===== src/hw/swm_defs.svh =====
// Constants of the switch monitor serial slave: bit positions, codes, reset values
`ifndef SWM_DEFS_SVH
`define SWM_DEFS_SVH

// Word and input counts
`define SWM_WORD_BITS     24
`define SWM_NUM_DUAL      8
`define SWM_NUM_GND       14
`define SWM_NUM_SW        22
`define SWM_NUM_PINS      28
`define SWM_FIFO_DEPTH    32

// Comparator threshold of every switch input, millivolts (analog, for reference)
`define SWM_THRESHOLD_MV  4000

// Positions in the synchronised pin vector
`define SWM_PIN_CS        27
`define SWM_PIN_SCLK      26
`define SWM_PIN_SI        25
`define SWM_PIN_ALERT     24
`define SWM_PIN_WAKE      23
`define SWM_PIN_VDD       22

// Status word layout
`define SWM_BIT_THERMAL   23
`define SWM_BIT_ALERT     22
`define SWM_GND_LSB       8

// Command word layout and command codes
`define SWM_CMD_MSB       23
`define SWM_CMD_LSB       16
`define SWM_CMD_SETTINGS  8'h01
`define SWM_CMD_ALERTEN   8'h02
`define SWM_CMD_SLEEP     8'h03

// Reset values: all dual inputs to battery, all inputs alert-enabled; then the last bit index of a word
`define SWM_POL_RESET     8'hff
`define SWM_ENA_RESET     22'h3f_ffff
`define SWM_BITCNT_LAST   5'h17

`endif


===== src/hw/swm_pkg.sv =====
// Types shared by the switch monitor serial slave
package swm_pkg;
    typedef enum logic {
        SWM_NORMAL,
        SWM_SLEEP
    } swm_mode_t;

    typedef struct packed {
        logic [27:0] syncA;
        logic [27:0] syncB;
        logic [27:0] prev;
        swm_mode_t   mode;
        logic [23:0] shiftWord;
        logic [4:0]  bitCnt;
        logic        gotBits;
        logic        soOut;
        logic        soOeN;
        logic        alertOeN;
        logic        wakeOeN;
        logic        changedDuringCs;
        logic [21:0] refState;
        logic [7:0]  polarity;
        logic [21:0] alertEnable;
        logic        pendValid;
        logic [23:0] pendWord;
        logic        cmdDropped;
    } swm_state_t;
endpackage


===== src/hw/swm_serial_slave.sv =====
// Switch monitor serial slave with wake/alert control and its command FIFO
// Notes on behaviour
// RULE1: Select fall enables output driver, captures alert state and switch states.
// RULE2: Select rise returns the serial output to high impedance.
// RULE3: Select rise releases alert unless a switch changed while selected.
// RULE4: Received command takes effect only at the select rise.
// RULE5: Master changes select only with clock low and sends whole words.
// RULE6: Select fall wakes from Sleep with logic supply; that data may be stale.
// RULE7: Serial input sampled on each falling serial clock edge.
// RULE8: Next status bit driven at each rising edge, read at the falling edge.
// RULE9: Master should hold serial clock low while idle and deselected.
// RULE10: With select high, clock and input ignored and output tri-stated.
// RULE11: A command word is 24 bits; a received one applies as one.
// RULE12: Open switch reads as zero, closed switch reads as one.
// RULE13: First rising edge presents status bit 23, then lower bits follow.
// RULE14: Input and output words shift together, most significant bit first.
// RULE15: In Normal, an enabled switch change pulls the open-drain alert low.
// RULE16: Alert flag in the response shows this device's own latched alert.
// RULE17: In Sleep, alert-line fall with wake high and supply present wakes.
// RULE18: Wake pin driven low in Normal and released in Sleep.
// RULE19: In Sleep, wake-pin fall wakes; alert must be high if supply present.
// RULE20: Select or alert wake-up only when the logic supply is present.
// RULE21: Dual input for battery is closed above threshold; inverted for ground.
// RULE22: Ground-only input is closed below threshold.
// RULE23: Every response carries switch states, alert flag and thermal flag.
// RULE24: Two chained devices need 48 clocks per transfer.
// RULE25: Change found by comparing each enabled input with its last captured level.
`timescale 1ns/1ps
`include "swm_defs.svh"

module swm_cmd_fifo #(
    parameter int WIDTH = `SWM_WORD_BITS,
    parameter int DEPTH = `SWM_FIFO_DEPTH
) (
    input  wire logic             clk,
    input  wire logic             rst,
    input  wire logic             inValid,
    output logic                  inReady,
    input  wire logic [WIDTH-1:0] inData,
    output logic                  outValid,
    input  wire logic             outReady,
    output logic [WIDTH-1:0]      outData
);
    localparam int AW = (DEPTH > 1) ? $clog2(DEPTH) : 1;
    localparam int CW = $clog2(DEPTH + 1);

    typedef struct packed {
        logic [AW-1:0]    wrPtr;
        logic [AW-1:0]    rdPtr;
        logic [CW-1:0]    count;
        logic             outValid;
        logic [WIDTH-1:0] outData;
    } swm_fifo_state_t;

    swm_fifo_state_t  s_reg;
    swm_fifo_state_t  s_next;
    logic [WIDTH-1:0] mem [DEPTH];
    logic             push;
    logic             pop;

    // Pointer wrap uses power-of-two arithmetic
    if (DEPTH < 2 || (DEPTH & (DEPTH - 1)) != 0) begin : g_check
        $error("swm_cmd_fifo: DEPTH must be a power of two, at least 2");
    end

    assign inReady  = (s_reg.count != CW'(DEPTH));
    assign outValid = s_reg.outValid;
    assign outData  = s_reg.outData;
    assign push     = inValid && inReady;
    // Output stage refills when empty or when its word is taken
    assign pop      = (s_reg.count != '0) && (!s_reg.outValid || outReady);

    // Pointers, fill count and registered output word
    always_comb begin
        s_next = s_reg;
        if (push) begin
            s_next.wrPtr = s_reg.wrPtr + AW'(1);
        end
        if (pop) begin
            s_next.rdPtr    = s_reg.rdPtr + AW'(1);
            s_next.outData  = mem[s_reg.rdPtr];
            s_next.outValid = 1'b1;
        end else if (outReady) begin
            s_next.outValid = 1'b0;
        end
        s_next.count = s_reg.count + CW'(push) - CW'(pop);
    end

    always_ff @(posedge clk) begin
        if (rst) begin
            s_reg <= '0;
        end else begin
            s_reg <= s_next;
        end
    end

    // Storage array, written only on accepted words
    always_ff @(posedge clk) begin
        if (push) begin
            mem[s_reg.wrPtr] <= inData;
        end
    end
endmodule

module swm_serial_slave #(
    parameter int FIFO_DEPTH = `SWM_FIFO_DEPTH
) (
    input  wire logic        clk,
    input  wire logic        rst,
    input  wire logic        csN,
    input  wire logic        sclk,
    input  wire logic        si,
    output logic             soOut,
    output logic             soOeN,
    input  wire logic        alertIn,
    output logic             alertOut,
    output logic             alertOeN,
    input  wire logic        wakeIn,
    output logic             wakeOut,
    output logic             wakeOeN,
    input  wire logic        vddPresent,
    input  wire logic        thermalFlag,
    input  wire logic [7:0]  dual_polarity_inputs,
    input  wire logic [13:0] ground_contact_inputs,
    output logic             cmdValid,
    input  wire logic        cmdReady,
    output logic [23:0]      cmdWord,
    output logic             cmdDropped
);
    swm_pkg::swm_state_t s_reg;
    swm_pkg::swm_state_t s_next;
    logic [27:0]         pins;
    logic                csHigh;
    logic                csFall;
    logic                csRise;
    logic                sclkRise;
    logic                sclkFall;
    logic                alertFall;
    logic                wakeFall;
    logic                vddOk;
    logic                isSleep;
    logic [21:0]         closedNow;
    logic [21:0]         change;
    logic                anyChange;
    logic                wordDone;
    logic [23:0]         statusWord;
    logic                fifoInReady;
    logic                fifoOutValid;
    logic [23:0]         fifoOutData;

    // All pins except thermalFlag and cmdReady pass two flip-flops before any logic reads them
    assign pins = {csN, sclk, si, alertIn, wakeIn, vddPresent,
                   ground_contact_inputs, dual_polarity_inputs};

    // Edges are taken between the second stage and a third copy
    assign csHigh    = s_reg.syncB[`SWM_PIN_CS];
    assign csFall    = s_reg.prev[`SWM_PIN_CS] && !csHigh;
    assign csRise    = !s_reg.prev[`SWM_PIN_CS] && csHigh;
    assign sclkRise  = !csHigh && !csFall &&
                       !s_reg.prev[`SWM_PIN_SCLK] && s_reg.syncB[`SWM_PIN_SCLK]; // [RULE10]
    assign sclkFall  = !csHigh && !csFall &&
                       s_reg.prev[`SWM_PIN_SCLK] && !s_reg.syncB[`SWM_PIN_SCLK]; // [RULE10]
    assign alertFall = s_reg.prev[`SWM_PIN_ALERT] && !s_reg.syncB[`SWM_PIN_ALERT];
    assign wakeFall  = s_reg.prev[`SWM_PIN_WAKE] && !s_reg.syncB[`SWM_PIN_WAKE];
    assign vddOk     = s_reg.syncB[`SWM_PIN_VDD];
    assign isSleep   = (s_reg.mode == swm_pkg::SWM_SLEEP);

    // Comparator level is high above threshold; closed means one
    assign closedNow[7:0]  = ~(s_reg.syncB[7:0] ^ s_reg.polarity); // [RULE21] [RULE12]
    assign closedNow[21:8] = ~s_reg.syncB[21:8];                   // [RULE22] [RULE12]
    assign change    = (closedNow ^ s_reg.refState) & s_reg.alertEnable; // [RULE25]
    assign anyChange = |change;
    // Whole words only: a partial count leaves bitCnt away from zero
    assign wordDone  = s_reg.gotBits && (s_reg.bitCnt == 5'h00); // [RULE11] [RULE24]

    // Response always carries thermal flag, own alert state and switches
    assign statusWord = {thermalFlag, !s_reg.alertOeN, closedNow}; // [RULE23] [RULE16]

    // Next-state logic of the whole slave
    always_comb begin
        s_next = s_reg;
        s_next.syncA      = pins;
        s_next.syncB      = s_reg.syncA;
        s_next.prev       = s_reg.syncB;
        s_next.cmdDropped = 1'b0;

        // Enabled change: alert in either mode, wake-up in Sleep
        if (anyChange) begin
            s_next.refState = s_reg.refState ^ change;                 // [RULE25]
            s_next.alertOeN = 1'b0;                                    // [RULE15]
            s_next.mode     = swm_pkg::SWM_NORMAL;
            if (!csHigh) begin
                s_next.changedDuringCs = 1'b1;
            end
        end

        // Wake-up sources while asleep
        if (isSleep) begin
            if (csFall && vddOk) begin
                s_next.mode = swm_pkg::SWM_NORMAL;                     // [RULE6] [RULE20]
            end
            if (alertFall && s_reg.syncB[`SWM_PIN_WAKE] && vddOk) begin
                s_next.mode = swm_pkg::SWM_NORMAL;                     // [RULE17] [RULE20]
            end
            if (wakeFall && (!vddOk || s_reg.syncB[`SWM_PIN_ALERT])) begin
                s_next.mode = swm_pkg::SWM_NORMAL;                     // [RULE19]
            end
        end

        // Pending command word drains into the FIFO
        if (s_reg.pendValid && fifoInReady) begin
            s_next.pendValid = 1'b0;
        end

        // Select fall: drive output, snapshot status, restart the count
        if (csFall) begin
            s_next.soOeN           = 1'b0;                             // [RULE1]
            s_next.shiftWord       = statusWord;                       // [RULE1]
            s_next.soOut           = statusWord[23];
            s_next.refState        = closedNow;
            s_next.bitCnt          = 5'h00;
            s_next.gotBits         = 1'b0;
            // Set wins: a change in the fall cycle still keeps the alert
            s_next.changedDuringCs = anyChange;                        // [RULE3]
        end

        // One shift register serves both directions, MSB first
        if (sclkRise) begin
            s_next.soOut = s_reg.shiftWord[23];                        // [RULE8] [RULE13]
        end
        if (sclkFall) begin
            s_next.shiftWord = {s_reg.shiftWord[22:0],
                                s_reg.syncB[`SWM_PIN_SI]};             // [RULE7] [RULE14]
            if (s_reg.bitCnt == `SWM_BITCNT_LAST) begin
                s_next.bitCnt  = 5'h00;
                s_next.gotBits = 1'b1;
            end else begin
                s_next.bitCnt  = s_reg.bitCnt + 5'h01;
            end
        end

        // Select rise: release output, clear alert, apply the command
        if (csRise) begin
            s_next.soOeN    = 1'b1;                                    // [RULE2]
            // Set wins: a change in this very cycle keeps the alert low
            s_next.alertOeN = !(s_reg.changedDuringCs || (anyChange)); // [RULE3]
            if (wordDone && !isSleep && vddOk) begin                   // [RULE4]
                unique case (s_reg.shiftWord[`SWM_CMD_MSB:`SWM_CMD_LSB])
                    `SWM_CMD_SETTINGS: s_next.polarity    = s_reg.shiftWord[7:0];
                    `SWM_CMD_ALERTEN:  s_next.alertEnable = s_reg.shiftWord[21:0];
                    `SWM_CMD_SLEEP:    s_next.mode        = swm_pkg::SWM_SLEEP;
                    default:           s_next.polarity    = s_reg.polarity;
                endcase
                // Slot still occupied and FIFO full: the word is not queued
                if (!s_reg.pendValid || fifoInReady) begin
                    s_next.pendValid = 1'b1;
                    s_next.pendWord  = s_reg.shiftWord;
                end else begin
                    s_next.cmdDropped = 1'b1;
                end
            end
        end

        // Wake pin follows the mode; it can gate an external supply
        s_next.wakeOeN = (s_next.mode == swm_pkg::SWM_SLEEP);          // [RULE18]
    end

    always_ff @(posedge clk) begin
        if (rst) begin
            s_reg             <= '0;
            s_reg.syncA       <= 28'hfc0_0000;
            s_reg.syncB       <= 28'hfc0_0000;
            s_reg.prev        <= 28'hfc0_0000;
            s_reg.mode        <= swm_pkg::SWM_NORMAL;
            s_reg.soOeN       <= 1'b1;
            s_reg.alertOeN    <= 1'b1;
            s_reg.polarity    <= `SWM_POL_RESET;
            s_reg.alertEnable <= `SWM_ENA_RESET;
        end else begin
            s_reg <= s_next;
        end
    end

    // Applied commands queue here for the user side; back-pressure holds pendValid
    swm_cmd_fifo #(
        .WIDTH (`SWM_WORD_BITS),
        .DEPTH (FIFO_DEPTH)
    ) u_fifo (
        .clk      (clk),
        .rst      (rst),
        .inValid  (s_reg.pendValid),
        .inReady  (fifoInReady),
        .inData   (s_reg.pendWord),
        .outValid (fifoOutValid),
        .outReady (cmdReady),
        .outData  (fifoOutData)
    );

    // Outputs from flip-flops; open-drain data lines always drive zero
    assign soOut      = s_reg.soOut;
    assign soOeN      = s_reg.soOeN;
    assign alertOut   = 1'b0;
    assign alertOeN   = s_reg.alertOeN;
    assign wakeOut    = 1'b0;
    assign wakeOeN    = s_reg.wakeOeN;
    assign cmdValid   = fifoOutValid;
    assign cmdWord    = fifoOutData;
    assign cmdDropped = s_reg.cmdDropped;

    property p_so_enable;
        @(posedge clk) disable iff (rst) csFall |=> !soOeN;
    endproperty
    a_so_enable: assert property (p_so_enable) else $error("output not enabled"); // [RULE1]

    property p_so_release;
        @(posedge clk) disable iff (rst) csRise |=> soOeN ##1 soOeN;
    endproperty
    a_so_release: assert property (p_so_release) else $error("output not released"); // [RULE2]

    property p_idle_tri;
        @(posedge clk) disable iff (rst) (csHigh && !csRise) |-> soOeN;
    endproperty
    a_idle_tri: assert property (p_idle_tri) else $error("output driven while idle"); // [RULE10]

    property p_alert_keep;
        @(posedge clk) disable iff (rst)
            (csRise && s_reg.changedDuringCs) |=> !alertOeN;
    endproperty
    a_alert_keep: assert property (p_alert_keep) else $error("alert lost"); // [RULE3]

    property p_alert_clear;
        @(posedge clk) disable iff (rst)
            (csRise && !s_reg.changedDuringCs && !anyChange) |=> alertOeN;
    endproperty
    a_alert_clear: assert property (p_alert_clear) else $error("alert not cleared"); // [RULE3]

    property p_alert_set;
        @(posedge clk) disable iff (rst) (anyChange && !isSleep) |=> !alertOeN;
    endproperty
    a_alert_set: assert property (p_alert_set) else $error("alert not raised"); // [RULE15]

    property p_rise_shift;
        @(posedge clk) disable iff (rst) sclkRise |=> soOut == $past(s_reg.shiftWord[23]);
    endproperty
    a_rise_shift: assert property (p_rise_shift) else $error("wrong output bit"); // [RULE8]

    property p_fall_sample;
        @(posedge clk) disable iff (rst)
            sclkFall |=> s_reg.shiftWord[0] == $past(s_reg.syncB[`SWM_PIN_SI]);
    endproperty
    a_fall_sample: assert property (p_fall_sample) else $error("input not sampled"); // [RULE7]

    property p_apply_settings;
        @(posedge clk) disable iff (rst)
            (csRise && wordDone && !isSleep && vddOk &&
             s_reg.shiftWord[23:16] == `SWM_CMD_SETTINGS)
            |=> s_reg.polarity == $past(s_reg.shiftWord[7:0]);
    endproperty
    a_apply_settings: assert property (p_apply_settings) else $error("settings not applied"); // [RULE4]

    property p_cs_wake;
        @(posedge clk) disable iff (rst) (csFall && isSleep && vddOk) |=> !wakeOeN;
    endproperty
    a_cs_wake: assert property (p_cs_wake) else $error("select did not wake"); // [RULE6]

    property p_wake_nosupply;
        @(posedge clk) disable iff (rst)
            (wakeFall && isSleep && !vddOk) |=> (s_reg.mode == swm_pkg::SWM_NORMAL) ##1 !wakeOeN;
    endproperty
    a_wake_nosupply: assert property (p_wake_nosupply) else $error("wake fall ignored"); // [RULE19]

    property p_alert_wake;
        @(posedge clk) disable iff (rst)
            (alertFall && isSleep && vddOk && s_reg.syncB[`SWM_PIN_WAKE]) |=> !wakeOeN;
    endproperty
    a_alert_wake: assert property (p_alert_wake) else $error("alert fall did not wake"); // [RULE17]
endmodule


===== config.mk =====
export PLATFORM = sky130hd
export DESIGN_NAME = swm_serial_slave
export DESIGN_NICKNAME = d
export VERILOG_FILES = /design/src/hw/swm_pkg.sv /design/src/hw/swm_serial_slave.sv
export VERILOG_INCLUDE_DIRS = /design/src /design/src/hw
export SDC_FILE = /design/constraint.sdc
export NUM_CORES = 1
export LEC_CHECK = 0
export BUFFER_PORTS_ARGS = -buffer_cell sky130_fd_sc_hd__clkbuf_2
export CAP_MARGIN = 15
export CORE_MARGIN = 5
export CORE_UTILIZATION = 54
export CTS_CLUSTER_DIAMETER = 30
export DETAILED_ROUTE_END_ITERATION = 7
export PLACE_DENSITY = 0.7
export SLEW_MARGIN = 20
export SYNTH_ARGS = -nofsm -noshare
export SYNTH_HDL_FRONTEND = slang
export SYNTH_SLANG_ARGS = --single-unit

===== constraint.sdc =====
create_clock -name clk -period 7.25 [get_ports clk]
set_input_delay 1.45 -clock clk [delete_from_list [all_inputs] [get_ports clk]]
set_output_delay 1.45 -clock clk [all_outputs]
set_load 0.01 [all_outputs]

==> summary.md <==
| Metric | Value |
|---|---|
| Worst Hold End | `s_next[137]` |
| Worst-Skew Late Latency | `0.72 ns` |
| Root Driver | `clkbuf_16` |
| Storage element area | `27,400 sq um` |
| DR vias | `20.5k` |
| Routed length per instance | `26.3 microns` |
| Post-DP HPWL | `around 46,000 microns` |
| CP required | `7.57 ns` |
| Worst IR Drop VDD | `0.000300 V` |
| Int Pwr | `12.3 mW` |
| Slew HR | `0.229` |
| Pre-Repair DR Iteration Count | `5` |
| GRT Util Overall | `0.234` |
| Critical path arrival | `3.81 ns` |
| PnR Total Power | `~16 mW` |
| Final #Nets | `2,314` |
| Final worst path period need | `3.50 ns` |
| Ports | `between 60 and 70` |
| Crit. Startpoint | `u_fifo.s_reg[29]` |
| Crit path kind | `register to register` |
| CP Capture Type | `register` |
| P_leak | `14.8 nW` |
| Footprint of the multi-input gates | `10,000 sq um` |
| Starting Density | `0.544` |
| Min-Delay Path Class | `register to register` |
| RSZ-0062 raised after global routing | `no` |
| Number of setup violations in the final report | `0` |
| Slew Viols, Final | `0` |
| DIE HEIGHT | `275 microns` |
| Sw Share | `0.242` |
| Synth Cell Area | `38,000 sq um` |
| Period Utilization, post-route | `0.482` |
| Drc violations | `0` |
| Setup_tns | `0 ns` |
| Placed insts | `around 3.0k` |
| Setup WS pre-CTS | `3.57 ns` |
| Post-CTS Resized | `0` |
| Worst Tran Pin Value | `1.15 ns` |
| Non-Filler Instances | `3,337` |
| Cell taking the most area after synthesis | `edfxtp_1` |
| Top_reg_cell synth | `edfxtp_1` |
| CORE AREA | `69,900 sq um` |
| Post-Synthesis Cells | `2,154` |
| Syn Area/Cell | `17.7 sq um` |
| Gate power share | `0.147` |
| Seq cells post-synth | `a little under 1k` |
| Clk pwr share | `0.468` |
| Post-synthesis sequential area ratio | `0.719` |
| Worst Min Path Start | `s_next[165]` |
| Reg2reg end | `u_fifo.mem[4][6]` |
| Antenna violations before repair | `2` |
| Via density | `between 6 and 7` |
| Num rows | `97` |
| Pwr/cell area | `362 nW/um^2` |
| Worst R2R Path Depth | `5` |
| Area Overhead vs Synth | `17.9%` |
| Post-synth ARST share | `0` |
| CP max FO | `24` |
| Fmax | `around 0.29 GHz` |
| Final ANT Viol Nets | `0` |
| Die area | `approximately 76,000 sq um` |
| Reg2Reg Setup Slack | `3.75 ns` |
| Skew final | `0.0286 ns` |
| Initial drt markers | `2,184` |
| Post-synthesis cell type count | `slightly above 60` |
| Reg2reg start | `u_fifo.s_reg[29]` |
| CTS Buf Count | `approximately 160` |
| MaxCap Viol Count | `0` |
| Final hold violations | `0` |
| Top cell type's share of synthesized area | `0.606` |
| Share of layout cells above drive strength 1 | `0.297` |
| Die Span X | `between 200 and 300 microns` |
| Worst setup SP type | `register` |
| Synthesis warning total | `0` |
| Fill cells | `between 4k and 5k` |
| Setup bufs post-CTS | `0` |
| Largest net degree at the start of global routing | `122` |
| Hold buffer count at cts | `0` |
| GPL Wtd Cong | `0.817` |
| Total wire length | `87,700 microns` |
| CTS tree | `done` |
| H-tree depth | `4` |
| Leading post-synthesis cells by cell area | `edfxtp_1, mux4_2, dfxtp_1` |
| IO buf count | `about 60` |
| Flop pwr share | `0.386` |
| Hold depth | `1` |
| CTS sink count | `982` |
| First-pass GRT wire length | `roughly 130,000 microns` |
| Max reg flops | `768` |
| Number of global-route vias before repair | `20.9k` |
| Outcome | `finished, final reports clean` |
| GRT Residual Overflow | `0` |
| CTS max path bufs | `3` |
| Design Area, Final | `44,800 sq um` |
| Worst-path clk slew | `0.05 ns` |
| Final Worst Setup Slack | `about 3.8 ns` |
| Post-DP Area | `39,300 sq um` |
| Post-synth EDFFs | `approximately 770` |
| Psw | `3.92 mW` |
## power groups by stage
stage	sequential [mW]	clock (mW)	combinational, mW
floorplan	6.26	0	1.98
global placement	6.42	0	2.29
detailed placement	6.42	0	2.30
CTS	6.31	7.67	2.33
global route	6.26	7.98	2.56
finish	6.25	7.58	2.38
## cell usage in the layout (no fill, tap or decap), drive strengths merged, types with 10 or more instances in the layout
| cell | instances |
|---|---|
| o21ai | 20 |
| nor3 | 16 |
| ha | 16 |
| a22oi | 15 |
| bufinv | 23 |
| dfxtp | 214 |
| mux2i | 32 |
| o211ai | 17 |
| o22ai | 25 |
| a221oi | 13 |
| nand2b | 10 |
| nor4b | 23 |
| inv | 39 |
| nor2b | 69 |
| edfxtp | 768 |
| xor2 | 12 |
| a21oi | 56 |
| mux2 | 44 |
| mux4 | 216 |
| buf | 47 |
| nor2 | 108 |
| clkbuf | 246 |
| clkinv | 40 |
| nand3 | 22 |
| nand2 | 141 |
| o31ai | 22 |
| clkinvlp | 19 |
| xnor2 | 26 |
| or2 | 19 |
| nor3b | 14 |
## worst max-delay path: stages, from the launching register on
cell,delay (ns)
dfxtp_1,0.30
inv_1,0.06
ha_1,0.23
a31oi_1,0.81
nand2_1,0.62
nor2_4,1.06
## cells by family (layout without fill, tap and decap cells)
kind of cell,Yosys count,in the layout,synth area share
XOR/XNOR,38,38,0.00895
AO/OA/AOI/OAI,200,200,0.0347
buffers and inverters,173,414,0.0220
adder cells (fa/ha/maj),17,17,0.00579
multiplexers,292,292,0.149
other,1,3,0.0000986
flip-flops,982,982,0.719
AND/OR/NAND/NOR,451,451,0.0600
## cell usage after synthesis, types with 10 or more instances
library cell	count
o31ai_1	22
nand3_1	22
nor3_1	16
inv_1	19
dfxtp_1	214
o211ai_1	17
a22oi_1	15
nor2b_1	69
xor2_1	12
xnor2_1	25
o21ai_0	20
nor4b_1	22
mux2i_1	32
o22ai_1	25
nor2_1	107
edfxtp_1	768
clkbuf_1	86
a21oi_1	56
or2_2	17
nor3b_1	14
buf_4	26
nand2_1	141
ha_1	16
mux2_2	44
mux4_2	216
a221oi_1	13
nand2b_1	10
buf_2	28
## stage by stage
| step | hold slack, ns | util |
|---|---|---|
| after CTS | 0.412 | 0.640 |
| after floorplan | 0.389 | - |
| final | 0.411 | 0.641 |
| after detailed placement | 0.404 | 0.562 |
| after global routing | 0.422 | 0.641 |
| after global placement | 0.392 | 0.562 |
## cell type report
type,instances,area share
inverters,19,0.00159
clock inverters,102,0.0296
diodes,1,0.0000558
well taps,940,0.0262
multi-input cells,1000,0.223
clock buffers,186,0.0919
repair buffers,107,0.0165
flip-flops and latches,982,0.611
## how the worst max path moves through the flow
stage | depth (start not counted) | endpoint | slack [ns]
6_report | 5 | u_fifo.mem[4][6] | 3.75
2_1_floorplan | 14 | u_fifo.s_reg[29] | 3.87
3_5_place_dp | 14 | u_fifo.s_reg[29] | 3.57
4_1_cts | 5 | u_fifo.mem[11][2] | 3.74
3_3_place_gp | 14 | u_fifo.s_reg[29] | 3.60
5_1_grt | 6 | u_fifo.mem[28][2] | 3.63
## per-layer routing
layer,wire [microns],global-route usage,up-vias
li1,-,-,8716
met1,35100,0.326,10600
met2,43400,0.378,1005
met3,7340,0.0509,130
met4,1850,0.0695,0
met5,0,0,-
No activity file was read; power rests on OpenSTA's default activity.
